==> config.mk <==
export PLATFORM = sky130hd
export DESIGN_NAME = exception_entry_sequencer
export DESIGN_NICKNAME = d
export VERILOG_FILES = /design/src/design/exception_entry_sequencer.v
export VERILOG_INCLUDE_DIRS = /design/src /design/src/shared
export SDC_FILE = /design/constraint.sdc
export NUM_CORES = 1
export LEC_CHECK = 0
export BUFFER_PORTS_ARGS = -buffer_cell sky130_fd_sc_hd__buf_2
export CORE_MARGIN = 4
export CORE_UTILIZATION = 42
export CTS_CLUSTER_DIAMETER = 60
export CTS_CLUSTER_SIZE = 24
export DETAILED_ROUTE_END_ITERATION = 10
export PLACE_DENSITY = 0.67
export SLEW_MARGIN = 20
export SYNTH_ARGS = -nofsm -noshare
export SYNTH_HDL_FRONTEND = slang
export SYNTH_SLANG_ARGS = --single-unit
==> constraint.sdc <==
create_clock -name clk -period 6.06 [get_ports clk]
set_input_delay 0.606 -clock clk [delete_from_list [all_inputs] [get_ports clk]]
set_output_delay 0.606 -clock clk [all_outputs]
set_load 0.05 [all_outputs]
==> src/shared/exc_seq_consts.vh <==
// Functional notes
// - On any exception copy status word, then set supervisor flag.
// - After entering supervisor, clear both trace control bits.
// - Reset and interrupts also update priority mask, status bits 10..8.
// - Interrupt vector comes from acknowledge read in space 1111 (0x7 code).
// - Coprocessor exceptions use the vector number from its response.
// - All other exceptions get their vector from internal logic.
// - Except reset, stack a frame on the active supervisor stack.
// - Interrupt with master flag set clears it, adds interrupt-stack frame.
// - Vector address is vector base plus vector number times four.
// - Load program counter from vector table; reset also loads stack pointer.
// - Prefetch three instruction words before resuming at new counter.
// - Bus order may vary; stack addresses and offsets follow fixed layout.
// - Vectors 0,1 come from supervisor program space; others supervisor data.
// - Internal vectors 2..11 and 13..15 for faults, traps, emulators.
// - Vector 24 spurious interrupt; 25..31 autovectors for levels 1..7.
// - Trap instructions 0..15 map to vectors 32..47.
// - Vectors 48..54 float coprocessor, 56..58 paged memory unit.
// - Vectors 64..255 are user interrupt vectors; any number accepted.
// - Reset sets mask to 7 and clears vector base before vector fetch.
// - Bus error in fault or reset entry, or on restore, halts until reset.
`ifndef EXC_SEQ_CONSTS_VH
`define EXC_SEQ_CONSTS_VH

// Register byte offsets
`define REG_STATUS_WORD     5'h00
`define REG_VECTOR_BASE     5'h04
`define REG_ISP             5'h08
`define REG_MSP             5'h0c
`define REG_PROGRAM_COUNTER 5'h10
`define REG_SEQ_STATE       5'h14

// Status word fields
`define SW_TRACE_HIGH  15
`define SW_TRACE_LOW   14
`define SW_SUPERVISOR  13
`define SW_MASTER      12
`define SW_MASK_HI     10
`define SW_MASK_LO     8
`define SW_RESET_VAL   16'h2700
`define MASK_HIGHEST   3'h7

// Function codes of bus spaces
`define FC_SUP_DATA    3'h5
`define FC_SUP_PROGRAM 3'h6
`define FC_CPU_SPACE   3'h7

// Exception classes
`define CLS_INTERNAL   2'h0
`define CLS_INTERRUPT  2'h1
`define CLS_COPROC     2'h2

// Internal cause codes (trap code uses trap number)
`define CAUSE_TRAP      4'h0
`define CAUSE_BUS_ERR   4'h2
`define CAUSE_ADDR_ERR  4'h3

// Fixed vector numbers
`define VEC_RESET_SP    8'h00
`define VEC_RESET_PC    8'h01
`define VEC_BUS_ERR     8'h02
`define VEC_ADDR_ERR    8'h03
`define VEC_SPURIOUS    8'h18
`define VEC_AUTO_BASE   8'h18
`define VEC_TRAP_BASE   8'h20
`define VEC_UNINIT      8'h0f

// Stack frame formats and layout
`define FRAME_FMT_NORMAL   4'h0
`define FRAME_FMT_THROWAWAY 4'h1
`define FRAME_BYTES        32'h0000_0008
`define PREFETCH_WORDS     2'h3

`endif

==> src/design/exception_entry_sequencer.v <==
`timescale 1ns/100ps
`default_nettype none
`include "exc_seq_consts.vh"

module exception_entry_sequencer (
    input  wire        clk,
    input  wire        resetn,
    // Avalon-MM slave
    input  wire [4:0]  avs_address,
    input  wire        avs_read,
    input  wire        avs_write,
    input  wire [31:0] avs_writedata,
    output reg  [31:0] avs_readdata,
    output wire        avs_waitrequest,
    // Exception request from the core
    input  wire        exc_req,
    input  wire [1:0]  exc_class,
    input  wire [3:0]  exc_cause,
    input  wire [3:0]  exc_trap_num,
    input  wire [2:0]  exc_int_level,
    input  wire [7:0]  exc_cp_vector,
    input  wire [31:0] exc_pc,
    input  wire        restore_fault,
    output wire        exc_ack,
    output reg         exc_done,
    output reg         busy,
    output reg         halted,
    // Memory bus master
    output reg         mem_req,
    output reg         mem_we,
    output reg  [2:0]  mem_fc,
    output reg  [31:0] mem_addr,
    output reg  [31:0] mem_wdata,
    input  wire        mem_ack,
    input  wire        mem_berr,
    input  wire        mem_avec,
    input  wire [31:0] mem_rdata
);

    localparam [3:0] S_IDLE     = 4'h0;
    localparam [3:0] S_IACK     = 4'h1;
    localparam [3:0] S_STACK_HI = 4'h2;
    localparam [3:0] S_STACK_LO = 4'h3;
    localparam [3:0] S_FETCH_SP = 4'h4;
    localparam [3:0] S_FETCH_PC = 4'h5;
    localparam [3:0] S_PREFETCH = 4'h6;
    localparam [3:0] S_HALT     = 4'h7;
    localparam [3:0] S_ISSUE    = 4'h8;

    reg [3:0]  state_ff;
    reg [3:0]  ret_state_ff;
    reg [15:0] status_word_ff;
    reg [15:0] sw_copy_ff;
    reg [15:0] frame_sw_ff;
    reg [31:0] vector_base_register_ff;
    reg [31:0] isp_ff;
    reg [31:0] msp_ff;
    reg [31:0] program_counter_ff;
    reg [31:0] saved_pc_ff;
    reg [7:0]  vector_ff;
    reg [3:0]  frame_fmt_ff;
    reg        second_frame_ff;
    reg        is_reset_ff;
    reg        fault_ctx_ff;
    reg [1:0]  prefetch_cnt_ff;
    reg        bus_ack_ff;
    reg [1:0]  cls_ff;
    reg [2:0]  level_ff;

    wire        bus_req;
    wire [31:0] vector_addr;
    wire [31:0] active_sp;
    wire [31:0] frame_base;
    wire [11:0] vector_offset;
    wire        mem_done;
    reg  [7:0]  internal_vector;

    // Bus answers one cycle after the request is seen
    assign bus_req         = avs_read | avs_write;
    assign avs_waitrequest = bus_req & ~bus_ack_ff;
    assign exc_ack         = (state_ff == S_IDLE) & exc_req & ~restore_fault;
    assign mem_done        = mem_req & (mem_ack | mem_berr);

    // Vector address and stack addressing
    assign vector_addr   = vector_base_register_ff + {22'h0, vector_ff, 2'b00};
    assign vector_offset = {2'b00, vector_ff, 2'b00};
    assign active_sp     = status_word_ff[`SW_MASTER] ? msp_ff : isp_ff;
    assign frame_base    = active_sp - `FRAME_BYTES;

    // Internal vector generation
    always @* begin
        if (exc_cause == `CAUSE_TRAP) begin
            internal_vector = `VEC_TRAP_BASE + {4'h0, exc_trap_num};
        end else if (exc_cause == 4'h0c || exc_cause == 4'h1) begin
            internal_vector = `VEC_UNINIT;
        end else begin
            internal_vector = {4'h0, exc_cause};
        end
    end

    // Register read data and handshake
    always @(posedge clk or negedge resetn) begin
        if (!resetn) begin
            bus_ack_ff   <= 1'b0;
            avs_readdata <= 32'h0000_0000;
        end else begin
            bus_ack_ff <= bus_req & ~bus_ack_ff;
            if (avs_read & ~bus_ack_ff) begin
                case (avs_address)
                    `REG_STATUS_WORD:     avs_readdata <= {16'h0000, status_word_ff};
                    `REG_VECTOR_BASE:     avs_readdata <= vector_base_register_ff;
                    `REG_ISP:             avs_readdata <= isp_ff;
                    `REG_MSP:             avs_readdata <= msp_ff;
                    `REG_PROGRAM_COUNTER: avs_readdata <= program_counter_ff;
                    `REG_SEQ_STATE:       avs_readdata <= {20'h00000, halted, busy,
                                                           2'b00, vector_ff};
                    default:              avs_readdata <= 32'h0000_0000;
                endcase
            end
        end
    end

    // Exception entry sequencer
    always @(posedge clk or negedge resetn) begin
        if (!resetn) begin
            state_ff                <= S_FETCH_SP;
            ret_state_ff            <= S_IDLE;
            status_word_ff          <= `SW_RESET_VAL;
            sw_copy_ff              <= 16'h0000;
            frame_sw_ff             <= 16'h0000;
            vector_base_register_ff <= 32'h0000_0000;
            isp_ff                  <= 32'h0000_0000;
            msp_ff                  <= 32'h0000_0000;
            program_counter_ff      <= 32'h0000_0000;
            saved_pc_ff             <= 32'h0000_0000;
            vector_ff               <= `VEC_RESET_SP;
            frame_fmt_ff            <= `FRAME_FMT_NORMAL;
            second_frame_ff         <= 1'b0;
            is_reset_ff             <= 1'b1;
            fault_ctx_ff            <= 1'b1;
            prefetch_cnt_ff         <= 2'h0;
            cls_ff                  <= `CLS_INTERNAL;
            level_ff                <= 3'h0;
            exc_done                <= 1'b0;
            busy                    <= 1'b1;
            halted                  <= 1'b0;
            mem_req                 <= 1'b0;
            mem_we                  <= 1'b0;
            mem_fc                  <= `FC_SUP_PROGRAM;
            mem_addr                <= 32'h0000_0000;
            mem_wdata               <= 32'h0000_0000;
        end else begin
            exc_done <= 1'b0;
            // Software writes, only while no entry is running
            if (avs_write & bus_ack_ff & (state_ff == S_IDLE)) begin
                case (avs_address)
                    `REG_STATUS_WORD:     status_word_ff <= avs_writedata[15:0];
                    `REG_VECTOR_BASE:     vector_base_register_ff <= avs_writedata;
                    `REG_ISP:             isp_ff <= avs_writedata;
                    `REG_MSP:             msp_ff <= avs_writedata;
                    `REG_PROGRAM_COUNTER: program_counter_ff <= avs_writedata;
                    default:              ;
                endcase
            end
            // Bus error inside a fault or reset entry halts the device
            if (mem_done & mem_berr & fault_ctx_ff & (state_ff != S_IACK)) begin
                state_ff <= S_HALT;
                mem_req  <= 1'b0;
                halted   <= 1'b1;
            end else if (restore_fault & (state_ff != S_HALT)) begin
                state_ff <= S_HALT;
                mem_req  <= 1'b0;
                halted   <= 1'b1;
            end else if (mem_done & mem_berr & (state_ff != S_IACK)) begin
                // Bus error during other entry, except in S_IACK: restart as bus error entry
                mem_req        <= 1'b0;
                fault_ctx_ff   <= 1'b1;
                cls_ff         <= `CLS_INTERNAL;
                vector_ff      <= `VEC_BUS_ERR;
                frame_fmt_ff   <= `FRAME_FMT_NORMAL;
                frame_sw_ff    <= sw_copy_ff;
                second_frame_ff <= 1'b0;
                state_ff       <= S_ISSUE;
                ret_state_ff   <= S_STACK_HI;
            end else begin
                case (state_ff)
                    S_IDLE: begin
                        if (exc_req) begin
                            busy           <= 1'b1;
                            sw_copy_ff     <= status_word_ff;
                            frame_sw_ff    <= status_word_ff;
                            status_word_ff[`SW_SUPERVISOR] <= 1'b1;
                            status_word_ff[`SW_TRACE_HIGH] <= 1'b0;
                            status_word_ff[`SW_TRACE_LOW]  <= 1'b0;
                            saved_pc_ff    <= exc_pc;
                            cls_ff         <= exc_class;
                            level_ff       <= exc_int_level;
                            is_reset_ff    <= 1'b0;
                            frame_fmt_ff   <= `FRAME_FMT_NORMAL;
                            fault_ctx_ff   <= (exc_class == `CLS_INTERNAL) &
                                              ((exc_cause == `CAUSE_BUS_ERR) |
                                               (exc_cause == `CAUSE_ADDR_ERR));
                            second_frame_ff <= 1'b0;
                            if (exc_class == `CLS_INTERRUPT) begin
                                status_word_ff[`SW_MASK_HI:`SW_MASK_LO] <= exc_int_level;
                                second_frame_ff <= status_word_ff[`SW_MASTER];
                                mem_req   <= 1'b1;
                                mem_we    <= 1'b0;
                                mem_fc    <= `FC_CPU_SPACE;
                                mem_addr  <= {28'hfffffff, exc_int_level, 1'b1};
                                state_ff  <= S_IACK;
                            end else begin
                                if (exc_class == `CLS_COPROC) begin
                                    vector_ff <= exc_cp_vector;
                                end else begin
                                    vector_ff <= internal_vector;
                                end
                                state_ff     <= S_ISSUE;
                                ret_state_ff <= S_STACK_HI;
                            end
                        end
                    end
                    S_IACK: begin
                        if (mem_done) begin
                            mem_req <= 1'b0;
                            if (mem_berr) begin
                                vector_ff <= `VEC_SPURIOUS;
                            end else if (mem_avec) begin
                                vector_ff <= `VEC_AUTO_BASE + {5'h00, level_ff};
                            end else begin
                                vector_ff <= mem_rdata[7:0];
                            end
                            state_ff     <= S_ISSUE;
                            ret_state_ff <= S_STACK_HI;
                        end
                    end
                    S_ISSUE: begin
                        // Start the memory access of the next step
                        mem_req <= 1'b1;
                        if (ret_state_ff == S_STACK_HI) begin
                            mem_we    <= 1'b1;
                            mem_fc    <= `FC_SUP_DATA;
                            mem_addr  <= frame_base;
                            mem_wdata <= {frame_sw_ff, saved_pc_ff[31:16]};
                        end else if (ret_state_ff == S_STACK_LO) begin
                            mem_we    <= 1'b1;
                            mem_fc    <= `FC_SUP_DATA;
                            mem_addr  <= frame_base + 32'h0000_0004;
                            mem_wdata <= {saved_pc_ff[15:0], frame_fmt_ff, vector_offset};
                        end else if (ret_state_ff == S_FETCH_PC) begin
                            mem_we    <= 1'b0;
                            mem_fc    <= is_reset_ff ? `FC_SUP_PROGRAM : `FC_SUP_DATA;
                            mem_addr  <= vector_addr;
                        end else begin
                            mem_we    <= 1'b0;
                            mem_fc    <= `FC_SUP_PROGRAM;
                            mem_addr  <= program_counter_ff +
                                         {29'h0, prefetch_cnt_ff, 1'b0};
                        end
                        state_ff <= ret_state_ff;
                    end
                    S_STACK_HI: begin
                        if (mem_done) begin
                            mem_req      <= 1'b0;
                            state_ff     <= S_ISSUE;
                            ret_state_ff <= S_STACK_LO;
                        end
                    end
                    S_STACK_LO: begin
                        if (mem_done) begin
                            mem_req <= 1'b0;
                            // Commit the frame to the active stack pointer
                            if (status_word_ff[`SW_MASTER]) begin
                                msp_ff <= frame_base;
                            end else begin
                                isp_ff <= frame_base;
                            end
                            state_ff <= S_ISSUE;
                            if (second_frame_ff) begin
                                second_frame_ff <= 1'b0;
                                status_word_ff[`SW_MASTER] <= 1'b0;
                                frame_sw_ff     <= {status_word_ff[15:13], 1'b0,
                                                    status_word_ff[11:0]};
                                frame_fmt_ff    <= `FRAME_FMT_THROWAWAY;
                                ret_state_ff    <= S_STACK_HI;
                            end else begin
                                ret_state_ff    <= S_FETCH_PC;
                            end
                        end
                    end
                    S_FETCH_SP: begin
                        // Reset entry: stack pointer from vector 0, no frame
                        if (!mem_req) begin
                            mem_req  <= 1'b1;
                            mem_we   <= 1'b0;
                            mem_fc   <= `FC_SUP_PROGRAM;
                            mem_addr <= vector_addr;
                        end else if (mem_done) begin
                            mem_req      <= 1'b0;
                            isp_ff       <= mem_rdata;
                            vector_ff    <= `VEC_RESET_PC;
                            state_ff     <= S_ISSUE;
                            ret_state_ff <= S_FETCH_PC;
                        end
                    end
                    S_FETCH_PC: begin
                        if (mem_done) begin
                            mem_req            <= 1'b0;
                            program_counter_ff <= mem_rdata;
                            prefetch_cnt_ff    <= 2'h0;
                            state_ff           <= S_ISSUE;
                            ret_state_ff       <= S_PREFETCH;
                        end
                    end
                    S_PREFETCH: begin
                        if (mem_done) begin
                            mem_req <= 1'b0;
                            if (prefetch_cnt_ff == `PREFETCH_WORDS - 2'h1) begin
                                state_ff     <= S_IDLE;
                                fault_ctx_ff <= 1'b0;
                                is_reset_ff  <= 1'b0;
                                exc_done     <= 1'b1;
                                busy         <= 1'b0;
                            end else begin
                                prefetch_cnt_ff <= prefetch_cnt_ff + 2'h1;
                                state_ff        <= S_ISSUE;
                                ret_state_ff    <= S_PREFETCH;
                            end
                        end
                    end
                    S_HALT: begin
                        // Only resetn leaves this state
                        halted  <= 1'b1;
                        mem_req <= 1'b0;
                    end
                    default: begin
                        state_ff <= S_HALT;
                    end
                endcase
            end
        end
    end

endmodule // exception_entry_sequencer
`default_nettype wire

==> summary.md <==
| Metric | Value |
|---|---|
| Status | `finished clean` |
| First-pass GRT wire length | `roughly 110000 microns` |
| Post-CTS Setup Inserts | `0` |
| Int Power | `5.25 mW` |
| Final period util | `between 80% and 90%` |
| CP delay by family, top | `compound AO/OA/AOI/OAI gates` |
| Total number of vias | `18500` |
| Post-route cell area | `22900 sq um` |
| DP Cell Count | `roughly 2900` |
| Logic gate share of total power | `between 40% and 50%` |
| Yosys reg bits | `roughly 340` |
| Ranking of synthesized cells by area | `dfrtp_1 (41%), mux2i_1 (7.7%), mux2_2 (7.0%), nand2_1 (4.3%), o21ai_0 (4.1%)` |
| FF-to-FF path depth | `10` |
| Clock share of power | `a little under a quarter` |
| # clock sinks | `between 300 and 400` |
| Post-Syn Area | `20000 sq um` |
| Leak | `about 10 nW` |
| Diode count | `0` |
| CTS Root Cell | `clkbuf_16` |
| Grt ovf | `0` |
| Die Y | `~230 microns` |
| Hold-fix buffers, CTS | `0` |
| Number of distinct library cells after synthesis | `82` |
| Die area | `approximately 51000 sq um` |
| WHS | `about 0.042 ns` |
| Fin util | `between 40% and 50%` |
| CTS H-tree depth | `1` |
| Post-synth EDFFs | `0` |
| RSZ-0062 raised after global routing | `false` |
| Port bufs | `between 200 and 250` |
| Syn Inst Count | `between 2000 and 2500` |
| Worst EP arrival | `5.44 ns` |
| Worst Hold Class | `primary input to asynchronous set/reset pin` |
| Via density | `roughly 6.3` |
| Synth top cells by count | `dfrtp_1 (327), nand2_1 (231), nor2_1 (191)` |
| Die X | `226 microns` |
| IO Count | `237` |
| Clk Latency, worst-skew pair | `0.62 ns` |
| Row Count | `79` |
| Critical Path Max Stage Delay | `0.80 ns` |
| Worst vdd ir | `about 0.00029 V` |
| Post-Layout Cell Count | `between 2000 and 3000` |
| Number of global-route vias before repair | `around 18000` |
| Mapped Avg Cell Area | `between 9 and 10 sq um` |
| DRC errors left | `0` |
| Setup TNS | `0 ns` |
| Psw | `4.40 mW` |
| Crit path kind | `flop to flop` |
| Gr usage total | `28.0%` |
| Core area | `46900 sq um` |
| Drt pass-1 iters | `7` |
| Fraction of registers with async set/reset | `100%` |
| Net Count, Synth | `roughly 2300` |
| Post-DP HPWL | `roughly 54000 microns` |
| Flop pwr share | `approximately 36%` |
| Total stage count of the critical path | `10` |
| Critical-path maximum fanout | `39` |
| Synth area leader | `dfrtp_1` |
| Routed WL | `roughly 74000 microns` |
| CTS clock-pin slew for the worst setup and hold paths | `~0.08 ns` |
| Worst-Margin Slew | `between 1 and 1.5 ns` |
| CTS tree | `done` |
| CP Cell Sequence | `buf_4 -> mux2i_1 -> o21ai_0 -> a2111oi_0 -> xor2_1 -> a2111oi_4 -> nand4_1 -> or3_1 -> a2111oi_0 -> nor3_1` |
| Share of post-route cells with drive strength above 1 | `a little over a fifth` |
| Max Slew Vio Count | `0` |
| Setup crit end kind | `flop` |
| Initial core utilization | `between 40% and 50%` |
| Nets | `2459` |
| Share of the synthesized area in the top cell type | `about 41%` |
| Setup violations, final | `0` |
| Critical path required time | `between 6 and 7 ns` |
| Power per cell area | `421 nW/um^2` |
| Total CTS buffers | `31` |
| Synthesis Warnings | `0` |
| Final WS setup | `between 1 and 1.5 ns` |
| Antenna viol nets, final | `0` |
| DP Area | `between 20000 and 25000 sq um` |
| Dpl ws | `between 1 and 1.5 ns` |
| Avg WL per Cell | `between 20 and 30 microns` |
| WP buf/inv | `1` |
| Post-synthesis sequential area ratio | `a little over two fifths` |
| Clock Tree Buf Depth | `3` |
| Initial antenna violation count | `0` |
| Cell mode on critical path | `a2111oi_0` |
| Min cycle time layout | `roughly 5.0 ns` |
| Final worst clock skew | `between 0.015 and 0.02 ns` |
| Final count of hold timing violations | `0` |
| Total power | `between 9 and 10 mW` |
| Slew headroom | `21.5%` |
| Most numerous cell in the Yosys netlist | `dfrtp_1` |
| Startpoint types | `flop` |
| Ys flop type | `dfrtp_1` |
| Net Sw Frac | `between 40% and 50%` |
| Fmax | `roughly 0.20 GHz` |
| Area growth, synth to finish | `14.4%` |
| DRT iter0 DRCs | `between 1500 and 2000` |
| Cell with the largest stage delay on the worst path | `a2111oi_0` |
| GP Congestion | `0.951` |
| Max-cap viol count | `0` |
| Post-CTS resize count | `0` |
| Largest net degree at the start of global routing | `between 150 and 200` |
registers in the layout (all words and copies together) (netlist names), 32 cells and up:
name	cells
mem_addr	32
mem_wdata	32
vector_base_register_ff	32
program_counter_ff	32
saved_pc_ff	32
msp_ff	32
isp_ff	32
avs_readdata	32
layer usage:
metal	global-route usage [%]	vias up	wire length (microns)
li1	-	8235	-
met1	38.0	9140	30800
met2	45.5	942	33600
met3	3.78	159	5910
met4	11.5	0	3410
met5	0	-	0
worst reg2reg max path, delay by kind of cell (launching register included):
family                    cells  cell delay, ns
DFF                           1            0.60
and+or+nand+nor               3            1.04
muxes                         1            0.51
AOI/OAI and AO/OA             4            1.88
xor gates and xnor gates      1            0.28
buffers and inverters         1            0.52
power by group through the flow:
stage,clock network (mW),registers (mW),logic [mW]
final,2.22,3.49,3.93
after global routing,2.36,3.54,4.24
after CTS,2.26,3.46,3.89
after detailed placement,0,3.51,3.87
after global placement,0,3.48,3.82
after floorplan,0,3.64,2.40
cell type report:
type	instances	area, sq um
fillers	4439	23900
multi-input cells	1645	11000
flip-flops and latches	336	8420
repair buffers	279	1540
clock buffers	34	787
well taps	607	759
clock inverters	24	358
inverters	19	71.3
logic make-up after synthesis:
| logic type | Yosys count | share of synthesized area [%] |
|---|---|---|
| fa+ha+maj | 16 | 1.07 |
| mux | 279 | 14.7 |
| flops | 336 | 42.0 |
| compound gates | 571 | 18.4 |
| simple gates | 677 | 15.8 |
| other cells | 1 | 0.0187 |
| xor+xnor | 101 | 4.42 |
| buf+inv | 174 | 3.55 |
worst paths after layout:
| path | to | slack, ns | start |
|---|---|---|---|
| worst max-delay path | mem_addr[26] | 1.11 | status_word_ff[12] |
| worst min-delay path | mem_wdata[15] | 0.04 | resetn |
| worst max register to register | mem_addr[26] | 1.11 | status_word_ff[12] |
| worst min register to register | is_reset_ff | 0.46 | is_reset_ff |
| max in group asynchronous | vector_base_register_ff[26] | 4.64 | resetn |
| min in group clk | saved_pc_ff[0] | 0.22 | exc_pc[0] |
cell usage in the layout (no fill, tap or decap), drive strengths merged, types with 48 or more instances in the layout:
cell type,synthesis,routed
mux2i,155,155
nor3,49,49
o21ai,165,165
xnor2,62,62
buf,28,279
nand3,48,48
mux2,124,124
nor2,191,191
dfrtp,327,327
a21oi,133,133
nand2,231,231
(Power assumes the default switching activity.)
